--- src/hdl/dcs_defines.svh ---
// Purpose: constants of the daisy-chain serial config loader
// Assumes: pclk at 20 MHz
// Notes:   offsets are byte addresses on APB
`ifndef DCS_DEFINES_SVH
`define DCS_DEFINES_SVH
`define DCS_PCLK_NS      50
`define DCS_PCLK_HZ      20000000
`define DCS_INIT_OSC_HZ  10000000
`define DCS_OSC_DIV      (`DCS_PCLK_HZ / `DCS_INIT_OSC_HZ)
`define DCS_RESTART_NS   40000
`define DCS_RESTART_CYC  (`DCS_RESTART_NS / `DCS_PCLK_NS)
`define DCS_INIT_CYC     299
`define DCS_SCLK_HALF    4
`define DCS_SEL_AS       2'h0
`define DCS_SEL_PS       2'h1
`define DCS_REG_CTRL     8'h00
`define DCS_REG_LEN      8'h04
`define DCS_REG_STAT     8'h08
`define DCS_REG_BITS     8'h0c
`define DCS_REG_WORD     8'h10
`define DCS_CTRL_AUTO    0
`define DCS_CTRL_UCLK    1
`define DCS_CTRL_PAR     2
`define DCS_CTRL_RST     3'h1
`define DCS_LEN_RST      32'h00000040
`endif

--- src/hdl/dcs_pkg.sv ---
// Purpose: types of the daisy-chain serial config loader
// Assumes: nothing
// Notes:   configuration stages
package dcs_pkg;
  typedef enum logic [2:0] {
    DCS_RESET = 3'b000,
    DCS_CONFIG = 3'b001,
    DCS_WAIT_DONE = 3'b010,
    DCS_INIT = 3'b011,
    DCS_USER = 3'b100,
    DCS_ERROR = 3'b101
  } dcs_state_e;
endpackage

--- src/hdl/dcs_loader.sv ---
// Purpose: one device of a serial configuration chain
// Assumes: pins wired-and outside; straps static
// Notes:   strap picks master (clock maker) or slave
//
// What the chain and this block must do
// after own bits, drive chain enable out low
// first device master, rest passive slaves
// chain shares reload, fault, done, clock, data
// fault and done lines are open-drain, read back
// release done together with chain enable out
// unloaded device holds done line low
// all enter init when done line rises
// init clocked by internal oscillator or user clock
// user clock option: init advances only on it
// detected error pulls fault line low
// auto-restart after at most 40 us timeout
// without auto-restart, controller pulses reload low
// user clock keeps toggling while fault low
// memory holds concatenated bitstreams in chain order
// master holds chain enable out high loading itself
// master keeps clocking second image to slaves
// slaves strapped to passive-serial code 01
// slave samples data on serial clock rise
// init takes 299 clocks after done rises
// reload pulse held low at least 2 us
// master drives and captures on clock fall
// slave ignores bits while chain enable high
// loaded device takes no further bits
`timescale 1ns/10ps
module dcs_loader
  import dcs_pkg::*;
#(
  parameter int LEN_W = 32
) (
  // clock and reset
  input  wire logic        pclk,
  input  wire logic        presetn,
  // apb slave
  input  wire logic [7:0]  paddr,
  input  wire logic        psel,
  input  wire logic        penable,
  input  wire logic        pwrite,
  input  wire logic [31:0] pwdata,
  output logic      [31:0] prdata,
  output logic             pready,
  output logic             pslverr,
  // straps and chain
  input  wire logic [1:0]  scheme_select_pins,
  input  wire logic        chain_enable_in_n,
  output logic             chain_enable_out_n,
  input  wire logic        reload_request_n,
  // open-drain fault line
  input  wire logic        fault_line_n_in,
  output logic             fault_line_n_out,
  output logic             fault_line_n_oe_n,
  // open-drain done line
  input  wire logic        load_complete_in,
  output logic             load_complete_out,
  output logic             load_complete_oe_n,
  // serial load link
  input  wire logic        serial_load_clock_in,
  output logic             serial_load_clock_out,
  output logic             serial_load_clock_oe_n,
  input  wire logic        serial_load_data_in,
  // initialization
  input  wire logic        user_init_clock,
  output logic             user_mode
);
`include "dcs_defines.svh"

  dcs_state_e       state_reg;
  logic [8:0]       pin_q;
  logic [8:0]       pin_rise;
  logic [8:0]       pin_fall;
  logic [1:0]       sel_q;
  logic             ce_in_q;
  logic             reload_q;
  logic             fault_q;
  logic             done_q;
  logic             sclk_rise_q;
  logic             data_q;
  logic             uclk_rise_q;
  logic             slave_reg;
  logic [2:0]       ctrl_reg;
  logic [LEN_W-1:0] own_len_reg;
  logic [LEN_W-1:0] bit_cnt_reg;
  logic [31:0]      word_reg;
  logic [4:0]       frm_cnt_reg;
  logic             par_reg;
  logic             sclk_reg;
  logic             sclk_run;
  logic             div_zero;
  logic             osc_zero;
  logic             init_zero;
  logic             restart_zero;
  logic             master_fall;
  logic             accept;
  logic             own_done_hit;
  logic             frame_err;
  logic             init_tick;
  logic             setup;
  logic             wr_en;
  logic             mapped;
  logic [31:0]      rd_mux;

  // pin synchronisers
  dcs_sync #(
    .W (9)
  ) u_sync (
    .clk   (pclk),
    .rst_n (presetn),
    .d     ({scheme_select_pins, chain_enable_in_n, reload_request_n,
             fault_line_n_in, load_complete_in, serial_load_clock_in,
             serial_load_data_in, user_init_clock}),
    .q     (pin_q),
    .rise  (pin_rise),
    .fall  (pin_fall)
  );

  assign sel_q       = pin_q[8:7];
  assign ce_in_q     = pin_q[6];
  assign reload_q    = pin_q[5];
  assign fault_q     = pin_q[4];
  assign done_q      = pin_q[3];
  assign sclk_rise_q = pin_rise[2];
  assign data_q      = pin_q[1];
  assign uclk_rise_q = pin_rise[0];

  // master serial clock divider
  assign sclk_run = !slave_reg &&
                    (state_reg == DCS_CONFIG || state_reg == DCS_WAIT_DONE);

  dcs_timer #(
    .W (8)
  ) u_div (
    .clk      (pclk),
    .rst_n    (presetn),
    .load     (!sclk_run || div_zero),
    .load_val (8'(`DCS_SCLK_HALF - 1)),
    .tick     (1'b1),
    .zero     (div_zero)
  );

  // internal initialization oscillator
  dcs_timer #(
    .W (4)
  ) u_osc (
    .clk      (pclk),
    .rst_n    (presetn),
    .load     (osc_zero),
    .load_val (4'(`DCS_OSC_DIV - 1)),
    .tick     (1'b1),
    .zero     (osc_zero)
  );

  // initialization cycle counter
  assign init_tick = ctrl_reg[`DCS_CTRL_UCLK] ? uclk_rise_q : osc_zero;

  dcs_timer #(
    .W (9)
  ) u_init (
    .clk      (pclk),
    .rst_n    (presetn),
    .load     (state_reg != DCS_INIT),
    .load_val (9'(`DCS_INIT_CYC)),
    .tick     (init_tick),
    .zero     (init_zero)
  );

  // auto-restart timeout
  dcs_timer #(
    .W (10)
  ) u_restart (
    .clk      (pclk),
    .rst_n    (presetn),
    .load     (state_reg != DCS_ERROR),
    .load_val (10'(`DCS_RESTART_CYC - 1)),
    .tick     (1'b1),
    .zero     (restart_zero)
  );

  // bit acceptance
  assign master_fall = sclk_run && div_zero && sclk_reg;
  assign accept = state_reg == DCS_CONFIG && !ce_in_q &&
                  (slave_reg ? sclk_rise_q : master_fall);
  assign own_done_hit = accept && (bit_cnt_reg == own_len_reg - 1'b1);
  assign frame_err = accept && ctrl_reg[`DCS_CTRL_PAR] &&
                     frm_cnt_reg == 5'h1f && (par_reg ^ data_q);

  // strap capture
  always_ff @(posedge pclk or negedge presetn) begin
    if (!presetn) begin
      slave_reg <= 1'b0;
    end else if (state_reg == DCS_RESET) begin
      slave_reg <= (sel_q == `DCS_SEL_PS);
    end
  end

  // configuration stages
  always_ff @(posedge pclk or negedge presetn) begin
    if (!presetn) begin
      state_reg <= DCS_RESET;
    end else if (!reload_q) begin
      state_reg <= DCS_RESET;
    end else begin
      unique case (state_reg)
        DCS_RESET: begin
          if (fault_q) begin
            state_reg <= DCS_CONFIG;
          end
        end
        DCS_CONFIG: begin
          if (frame_err) begin
            state_reg <= DCS_ERROR;
          end else if (!fault_q) begin
            state_reg <= DCS_RESET;
          end else if (own_done_hit) begin
            state_reg <= DCS_WAIT_DONE;
          end
        end
        DCS_WAIT_DONE: begin
          if (!fault_q) begin
            state_reg <= DCS_RESET;
          end else if (done_q) begin
            state_reg <= DCS_INIT;
          end
        end
        DCS_INIT: begin
          if (!fault_q) begin
            state_reg <= DCS_RESET;
          end else if (init_zero) begin
            state_reg <= DCS_USER;
          end
        end
        DCS_USER: begin
          state_reg <= DCS_USER;
        end
        DCS_ERROR: begin
          if (ctrl_reg[`DCS_CTRL_AUTO] && restart_zero) begin
            state_reg <= DCS_RESET;
          end
        end
        default: begin
          state_reg <= DCS_RESET;
        end
      endcase
    end
  end

  // bit counting and capture
  always_ff @(posedge pclk or negedge presetn) begin
    if (!presetn) begin
      bit_cnt_reg <= '0;
      frm_cnt_reg <= '0;
      par_reg     <= 1'b0;
      word_reg    <= '0;
    end else if (state_reg == DCS_RESET) begin
      bit_cnt_reg <= '0;
      frm_cnt_reg <= '0;
      par_reg     <= 1'b0;
    end else if (accept) begin
      bit_cnt_reg <= bit_cnt_reg + 1'b1;
      frm_cnt_reg <= frm_cnt_reg + 1'b1;
      par_reg     <= (frm_cnt_reg == 5'h1f) ? 1'b0 : (par_reg ^ data_q);
      word_reg    <= {word_reg[30:0], data_q};
    end
  end

  // master serial clock
  always_ff @(posedge pclk or negedge presetn) begin
    if (!presetn) begin
      sclk_reg <= 1'b1;
    end else if (!sclk_run) begin
      sclk_reg <= 1'b1;
    end else if (div_zero) begin
      sclk_reg <= ~sclk_reg;
    end
  end

  always_ff @(posedge pclk or negedge presetn) begin
    if (!presetn) begin
      serial_load_clock_out  <= 1'b1;
      serial_load_clock_oe_n <= 1'b1;
    end else begin
      serial_load_clock_out  <= sclk_reg;
      serial_load_clock_oe_n <= !sclk_run;
    end
  end

  // chain enable out and done line
  always_ff @(posedge pclk or negedge presetn) begin
    if (!presetn) begin
      chain_enable_out_n <= 1'b1;
      load_complete_oe_n <= 1'b0;
    end else if (state_reg == DCS_WAIT_DONE || state_reg == DCS_INIT ||
                 state_reg == DCS_USER) begin
      chain_enable_out_n <= 1'b0;
      load_complete_oe_n <= 1'b1;
    end else begin
      chain_enable_out_n <= 1'b1;
      load_complete_oe_n <= 1'b0;
    end
  end

  // fault line
  always_ff @(posedge pclk or negedge presetn) begin
    if (!presetn) begin
      fault_line_n_oe_n <= 1'b0;
    end else begin
      fault_line_n_oe_n <= !(!reload_q || state_reg == DCS_ERROR);
    end
  end

  assign fault_line_n_out  = 1'b0;
  assign load_complete_out = 1'b0;

  always_ff @(posedge pclk or negedge presetn) begin
    if (!presetn) begin
      user_mode <= 1'b0;
    end else begin
      user_mode <= (state_reg == DCS_USER);
    end
  end

  // apb slave
  assign setup  = psel && !penable;
  assign wr_en  = psel && penable && pwrite && pready;
  assign mapped = paddr == `DCS_REG_CTRL || paddr == `DCS_REG_LEN ||
                  paddr == `DCS_REG_STAT || paddr == `DCS_REG_BITS ||
                  paddr == `DCS_REG_WORD;

  always_comb begin
    rd_mux = 32'h0;
    unique case (paddr)
      `DCS_REG_CTRL: rd_mux = {29'h0, ctrl_reg};
      `DCS_REG_LEN:  rd_mux = 32'(own_len_reg);
      `DCS_REG_STAT: rd_mux = {24'h0, user_mode, fault_q, done_q,
                               chain_enable_out_n, slave_reg, state_reg};
      `DCS_REG_BITS: rd_mux = 32'(bit_cnt_reg);
      `DCS_REG_WORD: rd_mux = word_reg;
      default:       rd_mux = 32'h0;
    endcase
  end

  always_ff @(posedge pclk or negedge presetn) begin
    if (!presetn) begin
      pready  <= 1'b0;
      pslverr <= 1'b0;
      prdata  <= 32'h0;
    end else begin
      pready  <= setup;
      pslverr <= setup && !mapped;
      prdata  <= (setup && !pwrite) ? rd_mux : 32'h0;
    end
  end

  // software registers
  always_ff @(posedge pclk or negedge presetn) begin
    if (!presetn) begin
      ctrl_reg <= `DCS_CTRL_RST;
    end else if (wr_en && paddr == `DCS_REG_CTRL) begin
      ctrl_reg <= pwdata[2:0];
    end
  end

  always_ff @(posedge pclk or negedge presetn) begin
    if (!presetn) begin
      own_len_reg <= LEN_W'(`DCS_LEN_RST);
    end else if (wr_en && paddr == `DCS_REG_LEN) begin
      own_len_reg <= pwdata[LEN_W-1:0];
    end
  end

endmodule

--- src/hdl/dcs_sync.sv ---
// Purpose: two-flop synchroniser with edge detect
// Assumes: inputs asynchronous to clk
// Notes:   stage one feeds stage two only
`timescale 1ns/10ps
module dcs_sync #(
  parameter int W = 1
) (
  // clock and reset
  input  wire logic         clk,
  input  wire logic         rst_n,
  // data
  input  wire logic [W-1:0] d,
  output logic      [W-1:0] q,
  output logic      [W-1:0] rise,
  output logic      [W-1:0] fall
);
  logic [W-1:0] s1_reg;
  logic [W-1:0] s2_reg;
  logic [W-1:0] s3_reg;

  always_ff @(posedge clk or negedge rst_n) begin
    if (!rst_n) begin
      s1_reg <= '0;
      s2_reg <= '0;
      s3_reg <= '0;
    end else begin
      s1_reg <= d;
      s2_reg <= s1_reg;
      s3_reg <= s2_reg;
    end
  end

  assign q    = s2_reg;
  assign rise = s2_reg & ~s3_reg;
  assign fall = ~s2_reg & s3_reg;
endmodule

--- src/hdl/dcs_timer.sv ---
// Purpose: loadable down-counter
// Assumes: load wins over tick
// Notes:   zero is high while the count is zero
`timescale 1ns/10ps
module dcs_timer #(
  parameter int W = 16
) (
  // clock and reset
  input  wire logic         clk,
  input  wire logic         rst_n,
  // control
  input  wire logic         load,
  input  wire logic [W-1:0] load_val,
  input  wire logic         tick,
  output logic              zero
);
  logic [W-1:0] cnt_reg;

  always_ff @(posedge clk or negedge rst_n) begin
    if (!rst_n) begin
      cnt_reg <= '0;
    end else if (load) begin
      cnt_reg <= load_val;
    end else if (tick && cnt_reg != '0) begin
      cnt_reg <= cnt_reg - 1'b1;
    end
  end

  assign zero = (cnt_reg == '0);
endmodule

--- config.mk ---
export PLATFORM = sky130hd
export DESIGN_NAME = dcs_loader
export DESIGN_NICKNAME = d
export VERILOG_FILES = /design/src/hdl/dcs_pkg.sv /design/src/hdl/dcs_loader.sv /design/src/hdl/dcs_sync.sv /design/src/hdl/dcs_timer.sv
export VERILOG_INCLUDE_DIRS = /design/src /design/src/hdl
export SDC_FILE = /design/constraint.sdc
export NUM_CORES = 1
export LEC_CHECK = 0
export BUFFER_PORTS_ARGS = -buffer_cell sky130_fd_sc_hd__buf_2
export CELL_PAD_IN_SITES_DETAIL_PLACEMENT = 1
export CELL_PAD_IN_SITES_GLOBAL_PLACEMENT = 1
export CORE_MARGIN = 4
export CORE_UTILIZATION = 40
export DETAILED_ROUTE_END_ITERATION = 10
export GPL_TIMING_DRIVEN = 1
export HOLD_SLACK_MARGIN = 0.12
export PLACE_DENSITY_LB_ADDON = 0.1
export SETUP_SLACK_MARGIN = 0.05
export SYNTH_ARGS = -nofsm -noshare
export SYNTH_HDL_FRONTEND = slang
export SYNTH_SLANG_ARGS = --single-unit
--- constraint.sdc ---
create_clock -name pclk -period 6.6 [get_ports pclk]
set_input_delay 0 -clock pclk [delete_from_list [all_inputs] [get_ports pclk]]
set_output_delay 0 -clock pclk [all_outputs]
set_load 0.02 [all_outputs]
Word-level counts from Yosys, hierarchy flattened
Cells that the tools add are included.
{"block": "classes", "add_sub_neg": 7, "eq_ne": 20, "mux": 34, "n_bitwise": 5, "reduce_logical": 53}
{"cell": "$pmux 32 s5", "n": 1}
{"cell": "$mux 32", "n": 3}
{"cell": "$add 32x1->32 const B", "n": 1}
{"cell": "$eq 32x32->1", "n": 1}
{"cell": "$sub 32x1->32 const B", "n": 1}
{"cell": "$mux 3", "n": 10}
{"cell": "$mux 10", "n": 2}
{"cell": "$logic_and 1x1->1", "n": 19}
{"cell": "$mux 9", "n": 2}
{"cell": "$pmux 3 s6", "n": 1}
{"cell": "$eq 8x4->1 const B", "n": 2}
{"cell": "$logic_not 8->1", "n": 2}
{"cell": "$mux 8", "n": 2}
{"cell": "$logic_not 10->1", "n": 1}
{"cell": "$mux 5", "n": 2}
{"cell": "$reduce_bool 10->1", "n": 1}
{"cell": "$reduce_bool 2->1", "n": 5}
{"cell": "$sub 10x1->10 const B", "n": 1}
{"cell": "$logic_not 9->1", "n": 1}
{"cell": "$logic_or 1x1->1", "n": 9}
{"cell": "$mux 1", "n": 9}
{"cell": "$ne 3x3->1 const B", "n": 3}
{"cell": "$reduce_bool 9->1", "n": 1}
{"cell": "$sub 9x1->9 const B", "n": 1}
{"cell": "other kinds (26)", "n": 38}
{"block": "word_totals", "regBits": 202, "output_inout_bits": 42}

Longest topological paths before layout
{"block": "logic_depth", "word_depth": 13, "depth_mapped": 11}

Cells and area by module
From an unflattened synthesis, not the netlist that was laid out.
{"block": "unflattened", "cells_unflattened": 1123, "area_unflattened_um2": 10810.4}
{"module": "dcs_loader", "instances": 1, "cells_each": 849, "area_per_inst_um2": 7945.1}
{"module": "dcs_sync", "instances": 1, "cells_each": 45, "area_per_inst_um2": 833.3}
{"module": "dcs_timer at u_restart", "instances": 1, "cells_each": 69, "area_per_inst_um2": 626.9}
{"module": "dcs_timer at u_init", "instances": 1, "cells_each": 75, "area_per_inst_um2": 624.3}
{"module": "dcs_timer at u_div", "instances": 1, "cells_each": 58, "area_per_inst_um2": 528.0}
{"module": "dcs_timer at u_osc", "instances": 1, "cells_each": 27, "area_per_inst_um2": 252.7}

Least setup slack after synthesis
Ideal clock, no wire load.
{"block": "synth_path", "kind": "reg-to-reg", "start": "reg own_len_reg[16]", "end": "reg state_reg[1]", "setup_ps": 77, "arrival_ps": 3287, "setup_slack_ps": 3236, "stages_incl_launch_ff": 10, "period_less_slack_ps": 3364, "path_cell_list": "dfrtp_1 > or4_4 > or3_1 > buf_6 > or4_4 > or3b_1 > a211oi_1 > o22ai_1 > or4b_1 > a21oi_1"}
{"block": "synth_between", "elab_chain_len": 5}
{"element": "start: declaration", "line": "dcs_loader.sv:85", "text": "logic [LEN_W-1:0] own_len_reg;"}
{"element": "start signal: assignment", "line": "dcs_loader.sv:368", "text": "own_len_reg <= LEN_W'(`DCS_LEN_RST);"}
{"element": "start signal: assignment", "line": "dcs_loader.sv:370", "text": "own_len_reg <= pwdata[LEN_W-1:0];"}
{"element": "$sub 32x1->32", "line": "dcs_loader.sv:186", "text": "assign own_done_hit = accept && (bit_cnt_reg == own_len_reg - 1'b1);"}
{"element": "$eq 32x32->1", "line": "dcs_loader.sv:186"}
{"element": "$logic_and 1x1->1", "line": "dcs_loader.sv:186"}
{"element": "$ne 5x5->1 (no line)"}
{"element": "$reduce_and 5->1 (no line)"}
{"element": "end signal: assignment", "line": "dcs_loader.sv:202", "text": "state_reg <= DCS_RESET;"}
{"element": "end signal: assignment", "line": "dcs_loader.sv:204", "text": "state_reg <= DCS_RESET;"}
{"element": "end signal: assignment", "line": "dcs_loader.sv:209", "text": "state_reg <= DCS_CONFIG;"}
{"element": "end: declaration", "line": "dcs_loader.sv:71", "text": "dcs_state_e state_reg;"}
Every way passes these cells.
A chain may end at the register's enable or synchronous reset.

Worst setup path after layout
{"block": "layout_path", "start": "reg own_len_reg[0]", "end": "reg state_reg[1]"}
The elaborated chain is that of the path after synthesis.

==> results.ini <==
[critical_path]
crit_chain = inv_1 -> ha_1 -> nor3b_1 -> nand4_1 -> or4_4 -> or3b_1 -> a211oi_1 -> o22ai_1 -> or4b_1 -> a21oi_1
end_kind = flop
cp_slowest_stage_delay_ps = 730
crit_fanout = 12
crit_type = reg2reg
worstPathRequired_ps = 7050
cp-start-kind = flop
cp.arrival_ps = 4540
cpMaxStageDelayCell = or4_4

[logic_synthesis]
syn_area_mm2 = 0.00988
ys_seq_area_share_pct = 51.0
synth-simple-area-share_pct = 22.2
muxShareOfSynthArea_pct = 7.25
synth_compound_area_share_pct = 8.58
synth_cell_type_count = 66
dominantRegCellSynth = dfrtp_1
synth-async-reset-ratio_pct = 100
synth_edf_count = 0
synth-warning-count = 0
synth_area_per_cell_um2 = 9.91
synth_xor_area_share_pct = 7.00
syn-instance-count = 997
synthAdderAreaFrac_pct = 0.886
ys_ff_latch = 201
synth_top_family_by_area = simple AND/OR/NAND/NOR gates

[clocking]
cts_made_buffers = 24
cts.htree.levels = 1
clkTransAtPathRegs_ps = 60
cts_buffer_depth = 3
postCtsSetupBuffers = 0
clk_latency_ps = 530
ctsHoldBuffers = 59
cts.sinks = 201
cts_root_buf = clkbuf_16
cts_tree = yes
post_cts_resize_count = 0

[timing]
finalClockSkew_ps = 19.0
final.min_clock_period_ps = 4090
setup_viol = 0
relSlewSlack_pct = 35.9
fmax_mhz = 244
rsz0062_at_grt = false
period_share_pct = 62.0
maxSlewViolCount = 0
tightest_slew_ps = 961
final.setup.tns_ps = 0
hold_viol = 0
holdWs_ps = 136

[min_path]
hp-class = in2reg

[global_routing]
grt_pass1_vias = 8186
grt_pass1_wl_um = 45200
gr-total-overflow = 0
grt_max_degree = 67
grt.total_usage_pct = 20.7
antenna_found_initial = 1

[layout]
nets = 1194
final_layout_size_suffix_gt1_share_pct = 19.7
num_antenna_cells = 0
syn2layout_area_growth_pct = 21.8
layout_common_cells = dfrtp_1 (195), nand2_1 (158), nor2_1 (107)
fin_cells = 1475
final_common_cell = dfrtp_1

[floorplan]
die_h_um = 165
dieWidth_um = 165
rows = 57
die-area_mm2 = 0.0273
coreArea_mm2 = 0.0243
initial_core_util_pct = 40.6
ios = 96

[routing]
wire_per_inst_um = 18.8
drtPass1Iterations = 5
routed_wl_um = 27700
viasPerCell = 5.38
antenna_left = 0
drcViolationCount = 0
drtIter0Drc = 535
routed-via-count = 7929

[pwr]
p_leak_nw = 5.52
power.density_mw_per_mm2 = 228
peakVddDrop_mv = 0.169

[placed_design]
place_inst = 1372
portBuffers = 93
place.gp.congestion = 0.830
dp.final_hpwl_um = 18500

[job]
drv_cap = 0

[run_status]
outcome = finished, final reports clean

==> synth_stat cells, types with 7 or more instances <==
cell      number  area [um2]
nor2b_1        8        50.1
o21ai_0       32         160
inv_1         23        86.3
nand3_1       24         120
dfrtp_1      195        4880
nor2_1       107         402
a21oi_1       19        95.1
nand2_1      158         593
a222oi_1       8        80.1
and3_1        10        62.6
nand3b_1       8        60.1
nor4_1        20         125
xor2_1        37         324
clkbuf_1      46         173
or3_1         15        93.8
a22oi_1       24         180
nand4_1       12        75.1
or4_1          8        60.1
and2_1        12        75.1
nor3_1        20         100
ha_1           7        87.6
mux2_2        61         687
xnor2_1       42         368
==> power breakdown <==
part	leakage [nW]	total [W]	switching (W)	internal (W)
registers	2.64	0.00127	0.0000206	0.00125
clock network	0.377	0.00130	0.000527	0.000769
logic	2.50	0.000174	0.000107	0.0000662
total	5.52	0.00274	0.000655	0.00209
==> per-layer routing <==
layer / part of all wire (%) / vias to the layer above / global-route usage [%]
met3: 3.6 / 32 / 2.38
met1: 47 / 4015 / 29.9
met2: 47 / 139 / 34.0
li1: - / 3743 / -
met5: 0 / - / 0
met4: 1.9 / 0 / 3.93
==> worst max-delay path, delay by kind of cell, from the launching register on <==
kind / cells / cell delay [ps]
simple gates: 5 / 2620
compound gates: 3 / 590
flops: 1 / 440
fa+ha+maj: 1 / 260
buf+inv: 1 / 110
==> final timing paths <==
path | startpoint | end | slack [ps] | cells after the start
max in group asynchronous | presetn | prdata[20] | 5140 | 4
worst max register to register | own_len_reg[0] | state_reg[1] | 2510 | 10
worst min register to register | u_sync.s1_reg[8] | u_sync.q[8] | 350 | 0
worst max-delay path | own_len_reg[0] | state_reg[1] | 2510 | 10
worst min-delay path | fault_line_n_in | u_sync.s1_reg[4] | 140 | 2
min in group asynchronous | presetn | ctrl_reg[0] | 610 | 3
==> layout make-up <==
type                            count  area [um2]
Sequential cell                   201        5040
Inverter                           23        86.3
Fill cell                        2755       12300
Multi-Input combinational cell    722        4590
Clock inverter                      8        81.3
Clock buffer                       36         696
Tap cell                          324         405
Timing Repair Buffer              161        1150
==> stage by stage <==
stage	area (um2)	setup WS, ps	utilization (%)	total power, W
floorplan	9890	3240	-	0.00136
global placement	10700	2720	43.8	0.00144
detailed placement	10700	2570	43.8	0.00144
CTS	12000	2570	49.5	0.00278
global route	12000	2290	49.5	0.00286
finish	12000	2510	49.5	0.00274
==> kinds of logic (layout without fill, tap and decap cells) <==
family | count (synthesis) | count (layout)
AOI/OAI and AO/OA | 124 | 124
xor gates and xnor gates | 79 | 79
adders and majority gates | 7 | 7
buffers and inverters | 75 | 228
DFF | 201 | 201
muxes | 64 | 64
other | 1 | 2
and+or+nand+nor | 446 | 446
No activity file was read; power rests on OpenSTA's default activity.
